File: src/timer_map.svh
// register offsets, field positions, reset values and counts of the timer channel
`ifndef TIMER_MAP_SVH
`define TIMER_MAP_SVH

// register offsets (byte addresses)
`define TMR_OFS_MODE 8'h00
`define TMR_OFS_START 8'h04
`define TMR_OFS_TIMER 8'h08
`define TMR_OFS_STATUS 8'h0c
`define TMR_OFS_CLEAR 8'h10
`define TMR_OFS_ENABLE 8'h14

// mode register fields
`define TMR_MODE_LO 0
`define TMR_MODE_HI 1
`define TMR_GATE_EN_BIT 2
`define TMR_GATE_LEVEL_BIT 3
`define TMR_PULSE_EN_BIT 4
`define TMR_CLK_SEL_LO 5
`define TMR_CLK_SEL_HI 6
`define TMR_EVT_SRC_BIT 7

// start register field
`define TMR_START_BIT 0

// status, clear and enable fields
`define TMR_ST_UNDERFLOW_BIT 0
`define TMR_ST_ONESHOT_BIT 1

// reset values
`define TMR_RST_MODE 8'h00
`define TMR_RST_CNT 16'h0000
`define TMR_RST_RELOAD 16'h0000
`define TMR_RST_STATE '0

// prescaler counts
`define TMR_DIV_EIGHT_LAST 3'h7
`define TMR_DIV_THIRTYTWO_LAST 5'h1f

`endif

File: src/timer_pkg.sv
// types of the timer channel
package timer_pkg;

   typedef enum logic [1:0] {
      timer_mode,
      event_mode,
      oneshot_mode,
      pwm_mode
   } mode_t;

   typedef enum logic [1:0] {
      clock_div_one,
      clock_div_eight,
      clock_div_thirtytwo,
      subclock_div_thirtytwo
   } clk_sel_t;

   typedef struct packed {
      mode_t mode;
      logic gate_en;
      logic gate_level;
      logic pulse_en;
      clk_sel_t clk_sel;
      logic evt_src;
      logic start;
      logic [15:0] cnt;
      logic [15:0] reload;
      logic [4:0] pre;
      logic [4:0] sub_pre;
      logic sub_prev;
      logic evt_prev;
      logic [1:0] status;
      logic [1:0] enable;
      logic irq;
      logic pulse;
      logic ovf;
      logic [15:0] rd_data;
   } chan_state_t;

endpackage

File: src/timer_channel.sv
// one 16-bit down-counting timer channel with register port
//
// Overview of operation
// - two-bit mode field at bits 0 and 1 picks timer, event, one-shot, pwm.
// - the counter is sixteen bits wide.
// - each channel has its own counter, reload, control and interrupt.
// - timer mode counts undivided clock, clock/8, clock/32 or subclock/32.
// - count down; on underflow load the reload value and keep counting.
// - a programmed value n gives one underflow per n+1 source pulses.
// - count while the start flag is 1, hold the count while it is 0.
// - every underflow sets the underflow status bit, which raises the channel interrupt request when its enable bit is set.
// - timer write while stopped loads both reload register and counter.
// - timer write while counting loads only the reload register.
// - reading the timer register returns the live counter value.
// - with gating selected outside event mode, the gate pin enables and disables counting.
// - with pulse output selected, the output pin inverts on each underflow.
// - one-shot mode reloads the counter and stops on the tick that would bring it to zero.
// - event mode counts gate pin edges or another timer's overflow.
`timescale 1ns/1ps
`include "timer_map.svh"
module timer_channel (
   input wire logic clk,
   input wire logic rst_n,
   input wire logic [7:0] addr,
   input wire logic [15:0] wr_data,
   input wire logic wr_en,
   input wire logic rd_en,
   output logic [15:0] rd_data,
   input wire logic timer_gate_input_pin,
   input wire logic subclock_pin,
   input wire logic other_timer_ovf,
   output logic timer_pulse_output_pin,
   output logic timer_pulse_output_en,
   output logic underflow_out,
   output logic irq
);
   import timer_pkg::*;

   chan_state_t r_r;
   chan_state_t r_nxt;
   logic [1:0] pins_q;
   logic gate_s;
   logic sub_s;
   logic sub_rise;
   logic src_tick;
   logic evt_tick;
   logic cnt_tick;
   logic gate_ok;
   logic cnt_step;
   logic underflow;
   logic oneshot_done;
   logic wr_timer;

   pin_sync #(
      .W(2)
   ) u_pin_sync (
      .clk(clk),
      .rst_n(rst_n),
      .d({subclock_pin, timer_gate_input_pin}),
      .q(pins_q)
   );

   assign gate_s = pins_q[0];
   assign sub_s = pins_q[1];
   assign sub_rise = sub_s & ~r_r.sub_prev;
   assign wr_timer = wr_en && (addr == `TMR_OFS_TIMER);

   always_comb
   begin
      case (r_r.clk_sel)
         clock_div_one: src_tick = 1'b1;
         clock_div_eight: src_tick = (r_r.pre[2:0] == `TMR_DIV_EIGHT_LAST);
         clock_div_thirtytwo: src_tick = (r_r.pre == `TMR_DIV_THIRTYTWO_LAST);
         default: src_tick = sub_rise && (r_r.sub_pre == `TMR_DIV_THIRTYTWO_LAST);
      endcase
   end

   // event source: pin edge of chosen polarity or chained overflow
   always_comb
   begin
      if (r_r.evt_src)
      begin
         evt_tick = other_timer_ovf;
      end
      else if (r_r.gate_level)
      begin
         evt_tick = gate_s & ~r_r.evt_prev;
      end
      else
      begin
         evt_tick = ~gate_s & r_r.evt_prev;
      end
   end

   assign cnt_tick = (r_r.mode == event_mode) ? evt_tick : src_tick;

   // gate looked at only on source ticks, level chosen by software
   assign gate_ok = !r_r.gate_en || (r_r.mode == event_mode) || (gate_s == r_r.gate_level);

   assign cnt_step = r_r.start && cnt_tick && gate_ok;

   // zero then one more tick gives underflow
   assign underflow = cnt_step && (r_r.mode != oneshot_mode) && (r_r.cnt == 16'h0000);

   // last tick of one-shot (count at one or zero) reloads the count and clears start
   assign oneshot_done = cnt_step && (r_r.mode == oneshot_mode) && (r_r.cnt <= 16'h0001);

   always_comb
   begin
      r_nxt = r_r;
      r_nxt.ovf = 1'b0;
      r_nxt.rd_data = 16'h0000;
      r_nxt.pre = r_r.pre + 5'h01;
      r_nxt.sub_prev = sub_s;
      r_nxt.evt_prev = gate_s;
      if (sub_rise)
      begin
         r_nxt.sub_pre = r_r.sub_pre + 5'h01;
      end

      if (wr_en)
      begin
         if (addr == `TMR_OFS_MODE)
         begin
            r_nxt.mode = mode_t'(wr_data[`TMR_MODE_HI:`TMR_MODE_LO]);
            r_nxt.gate_en = wr_data[`TMR_GATE_EN_BIT];
            r_nxt.gate_level = wr_data[`TMR_GATE_LEVEL_BIT];
            r_nxt.pulse_en = wr_data[`TMR_PULSE_EN_BIT];
            r_nxt.clk_sel = clk_sel_t'(wr_data[`TMR_CLK_SEL_HI:`TMR_CLK_SEL_LO]);
            r_nxt.evt_src = wr_data[`TMR_EVT_SRC_BIT];
         end
         else if (addr == `TMR_OFS_START)
         begin
            r_nxt.start = wr_data[`TMR_START_BIT];
         end
         else if (addr == `TMR_OFS_TIMER)
         begin
            // split write to reload and counter
            r_nxt.reload = wr_data;
            if (!r_r.start)
            begin
               r_nxt.cnt = wr_data;
            end
         end
         else if (addr == `TMR_OFS_CLEAR)
         begin
            r_nxt.status = r_r.status & ~wr_data[1:0];
         end
         else if (addr == `TMR_OFS_ENABLE)
         begin
            r_nxt.enable = wr_data[1:0];
         end
      end

      if (cnt_step)
      begin
         if (underflow)
         begin
            r_nxt.cnt = r_r.reload;
         end
         else if (oneshot_done)
         begin
            r_nxt.cnt = r_r.reload;
            r_nxt.start = 1'b0;
         end
         else
         begin
            r_nxt.cnt = r_r.cnt - 16'h0001;
         end
      end

      if (underflow && r_r.pulse_en)
      begin
         r_nxt.pulse = ~r_r.pulse;
      end
      r_nxt.ovf = underflow || oneshot_done;

      // sticky status, set wins over clear
      if (underflow)
      begin
         r_nxt.status[`TMR_ST_UNDERFLOW_BIT] = 1'b1;
      end
      if (oneshot_done)
      begin
         r_nxt.status[`TMR_ST_ONESHOT_BIT] = 1'b1;
      end
      r_nxt.irq = |(r_nxt.status & r_nxt.enable);

      if (rd_en)
      begin
         if (addr == `TMR_OFS_MODE)
         begin
            r_nxt.rd_data = {8'h00, r_r.evt_src, r_r.clk_sel, r_r.pulse_en,
               r_r.gate_level, r_r.gate_en, r_r.mode};
         end
         else if (addr == `TMR_OFS_START)
         begin
            r_nxt.rd_data = {15'h0000, r_r.start};
         end
         else if (addr == `TMR_OFS_TIMER)
         begin
            r_nxt.rd_data = r_r.cnt;
         end
         else if (addr == `TMR_OFS_STATUS)
         begin
            r_nxt.rd_data = {14'h0000, r_r.status};
         end
         else if (addr == `TMR_OFS_ENABLE)
         begin
            r_nxt.rd_data = {14'h0000, r_r.enable};
         end
         else
         begin
            r_nxt.rd_data = 16'h0000;
         end
      end
   end

   // private state, all zero after reset
   always_ff @(posedge clk)
   begin
      if (!rst_n)
      begin
         r_r <= `TMR_RST_STATE;
      end
      else
      begin
         r_r <= r_nxt;
      end
   end

   assign rd_data = r_r.rd_data;
   assign timer_pulse_output_pin = r_r.pulse;
   assign timer_pulse_output_en = r_r.pulse_en;
   assign underflow_out = r_r.ovf;
   assign irq = r_r.irq;
endmodule

File: src/pin_sync.sv
// three-stage pin synchroniser with agreement filter
`timescale 1ns/1ps
module pin_sync #(
   parameter int W = 2
) (
   input wire logic clk,
   input wire logic rst_n,
   input wire logic [W-1:0] d,
   output logic [W-1:0] q
);
   typedef struct packed {
      logic [W-1:0] s1;
      logic [W-1:0] s2;
      logic [W-1:0] s3;
      logic [W-1:0] q;
   } sync_state_t;

   sync_state_t r_r;
   sync_state_t r_nxt;

   always_comb
   begin
      r_nxt = r_r;
      r_nxt.s1 = d;
      r_nxt.s2 = r_r.s1;
      r_nxt.s3 = r_r.s2;
      // a change counts once stages two and three agree
      for (int i = 0; i < W; i++)
      begin
         if (r_r.s2[i] == r_r.s3[i])
         begin
            r_nxt.q[i] = r_r.s3[i];
         end
      end
   end

   always_ff @(posedge clk)
   begin
      if (!rst_n)
      begin
         r_r <= '0;
      end
      else
      begin
         r_r <= r_nxt;
      end
   end

   assign q = r_r.q;
endmodule

File: config.mk
export PLATFORM = sky130hd
export DESIGN_NAME = timer_channel
export DESIGN_NICKNAME = d
export VERILOG_FILES = /design/src/timer_pkg.sv /design/src/timer_channel.sv /design/src/pin_sync.sv
export VERILOG_INCLUDE_DIRS = /design/src
export SDC_FILE = /design/constraint.sdc
export NUM_CORES = 1
export LEC_CHECK = 0
export CAP_MARGIN = 40
export CORE_MARGIN = 2
export CORE_UTILIZATION = 63
export CTS_CLUSTER_SIZE = 24
export DETAILED_ROUTE_END_ITERATION = 8
export DONT_BUFFER_PORTS = 1
export PLACE_DENSITY_LB_ADDON = 0.15
export SYNTH_ARGS = -nofsm -noshare
export SYNTH_HDL_FRONTEND = slang
export SYNTH_HIERARCHICAL = 1
export SYNTH_SLANG_ARGS = --single-unit
File: constraint.sdc
create_clock -name clk -period 2.6 [get_ports clk]
set_clock_uncertainty 0.05 [all_clocks]
set_input_delay 0.26 -clock clk [delete_from_list [all_inputs] [get_ports clk]]
set_output_delay 0.26 -clock clk [all_outputs]
set_load 0.02 [all_outputs]
==> reports/metrics.yaml <==
timing:
  maxSlewHeadroom_pct: 57.7
  hold_viol_final: 0
  fin_crit_sh_pct: 89.7
  worst_pin_slew_ns: 0.631
  final-max-slew-violation-count: 0
  final-setup-viol-count: 0
  min_period_ns: 2.33
  fmax_mhz: 429
  rsz0062_at_grt: "false"
  fin_setup_tns_ns: 0
cts:
  h-tree-depth: 3
  cts_tree: "built"
  cts_buffers: 9
  clockBufferDepth: 2
  clk_pin_slew_worst_paths_ns: 0.08
  root_buffer: "clkbuf_8"
  clock_latency_ns: 0.36
  cts_sinks: 84
placed_design:
  port_buffers: 0
  dp_hpwl_um: 5790
  place.gp.congestion: 0.856
  placed_area_um2: 3820
power_and_ir_drop:
  power_leakage_nw: 1.58
  irDropWorstVdd_v: 0.000457
  power_mw: 2.29
  p_per_area_nw_per_um2: 545
drt:
  drcViolationCount: 0
  wire_per_inst_um: 16.2
  final_antenna_net_count: 0
  routed_wl_um: 8670
  first_pass_iters: 5
  drt_iter0_markers: 223
  num_vias: 3172
  drt-vias-per-instance: 5.94
worst_setup_path:
  end_kind: "flop"
  worstPathCellList: "ha_1, and3_1, ha_1, inv_1, a22o_1, a221o_1, o21ai_1, o211ai_1, a31oi_1"
  cpPeakStageDelay_ns: 0.36
  start_kind: "flop"
  critPathSlowestCell: "dfxtp_1"
  r2r-start: "r_r[30]"
  crit_top_cell: "ha_1"
  r2r_slack_ns: 0.27
  crit_type: "flop to flop"
  arrival_ns: 2.56
  r2r_end: "r_r[51]"
  reg2reg_depth: 9
  required_ns: 2.83
  cp_max_fo: 7
grt:
  grt_use_total_pct: 25.5
  first_global_vias: 2844
  grt-ovfl-total: 0
  grt_antenna_before_repair: 0
  grt_pass1_wl_um: 14000
  grt_max_degree: 35
die:
  die-area_um2: 6860
  start_util_pct: 65.8
  num_io_pins: 51
  core_um2: 5960
  die_h_um: 82.9
  fp.dieW_um: 82.9
  rows: 28
synth:
  synthDistinctLibCells: 53
  yosys_register_bits: 84
  async_flop_share_pct: 0
  syn_area_um2: 3920
  synth_nets: 493
  synth_flop_cell: "dfxtp_1"
  syn_area_per_cell_um2: 8.61
  synth-seq-area-share_pct: 42.9
  synth-edff-count: 0
  yosys_warnings: 6
  syn_inst: 455
finish:
  diodes: 0
  drive_above_1_share_pct: 8.28
  final_nets: 493
  stdcell_area_um2: 4210
  multi_input_area_um2: 1950
  layout.cells.most_common: "dfxtp_1"
  fillCellCount: 510
  regArea_um2: 1680
  layout_common_cells: "dfxtp_1, nand2_1, nor2_1"
  synthToLayoutAreaGrowth_pct: 7.41
min_path:
  hold_end: "r_r[50]"
  whs_path_depth: 2
  hold_path.class: "input pin to flop"
  hp-start: "wr_data[15]"
flow_run:
  cap_violations: 0
outcome:
  status: "complete, no violations"
[metrics by stage]
stage,std cells,hold slack (ns),worst slack (ns),util (%)
2_1_floorplan,455,0.346,0.389,-
3_3_place_gp,499,0.334,0.385,64.2
3_5_place_dp,499,0.338,0.290,64.2
4_1_cts,534,0.000411,0.269,70.7
5_1_grt,534,0.0131,0.122,70.7
6_report,534,0.00396,0.267,70.7
[cell families after synthesis]
kind of cell | Yosys count | share of synthesized area (%)
DFF | 84 | 42.9
xor gates and xnor gates | 16 | 3.58
and+or+nand+nor | 192 | 24.8
AOI/OAI and AO/OA | 87 | 13.9
buffers and inverters | 49 | 7.38
muxes | 20 | 5.17
adders and majority gates | 7 | 2.24
[worst max-delay path by stage]
stage	start	endpoint	slack (ns)
6_report	r_r[30]	r_r[51]	0.27
5_1_grt	r_r[30]	r_r[53]	0.12
4_1_cts	r_r[30]	r_r[57]	0.27
3_5_place_dp	r_r[30]	r_r[57]	0.29
3_3_place_gp	r_r[30]	r_r[57]	0.38
2_1_floorplan	r_r[30]	r_r[60]	0.39
[report_power, final]
group,internal [mW],switching (mW)
Sequential,1.29,0.00516
Clock,0.465,0.439
Combinational,0.0432,0.0474
[sequential cells by signal (all words and copies together), names as in the netlist]
| name | count |
|---|---|
| r_r | 56 |
| rd_data | 16 |
| u_pin_sync/r_nxt | 4 |
| u_pin_sync/q | 2 |
| u_pin_sync/r_r | 2 |
| irq | 1 |
| timer_pulse_output_en | 1 |
| timer_pulse_output_pin | 1 |
| underflow_out | 1 |
[layer usage]
layer	up-vias	track usage (%)	share of wire, %
li1	1556	-	-
met1	1482	34.4	45
met2	117	39.9	46
met3	17	5.17	6.6
met4	0	10.9	2.5
met5	-	0	0
[cells in the mapped netlist (all sizes together) (7+ instances only)]
cell | count | area, um2
inv | 9 | 33.8
ha | 7 | 87.6
o21ai | 13 | 65.1
buf | 23 | 180
nand3 | 10 | 50.1
clkbuf | 15 | 56.3
dfxtp | 84 | 1680
nand2 | 81 | 304
and2 | 22 | 146
xor2 | 8 | 70.1
mux2i | 18 | 180
a21oi | 34 | 170
xnor2 | 8 | 70.1
nor3 | 9 | 50.1
nor2 | 35 | 131
[what timing repair did]
action | CTS | global route
hold buffers | 20 | 0
setup buffers | 0 | 0
setup endpoints to repair | 0 | 0
gates resized for setup | 0 | 0
hold endpoints to repair | 42 | 0
[final cells by class]
| cell class | count | share of cell area, % |
|---|---|---|
| multi-input combinational | 322 | 46.3 |
| sequential | 84 | 40.0 |
| timing repair buffer | 29 | 6.36 |
| clock buffer | 13 | 3.54 |
| tap | 75 | 2.23 |
| clock inverter | 2 | 0.833 |
| inverter | 9 | 0.803 |
[critical path: cells and delay by family (launching register included)]
family                   cells  cell delay [ns]
AO/OA/AOI/OAI                5             1.32
buffers and inverters        1             0.04
flip-flops                   1             0.36
adder cells (fa/ha/maj)      2             0.32
AND/OR/NAND/NOR              1             0.16
Note: power is estimated with default switching activity, not from simulation.
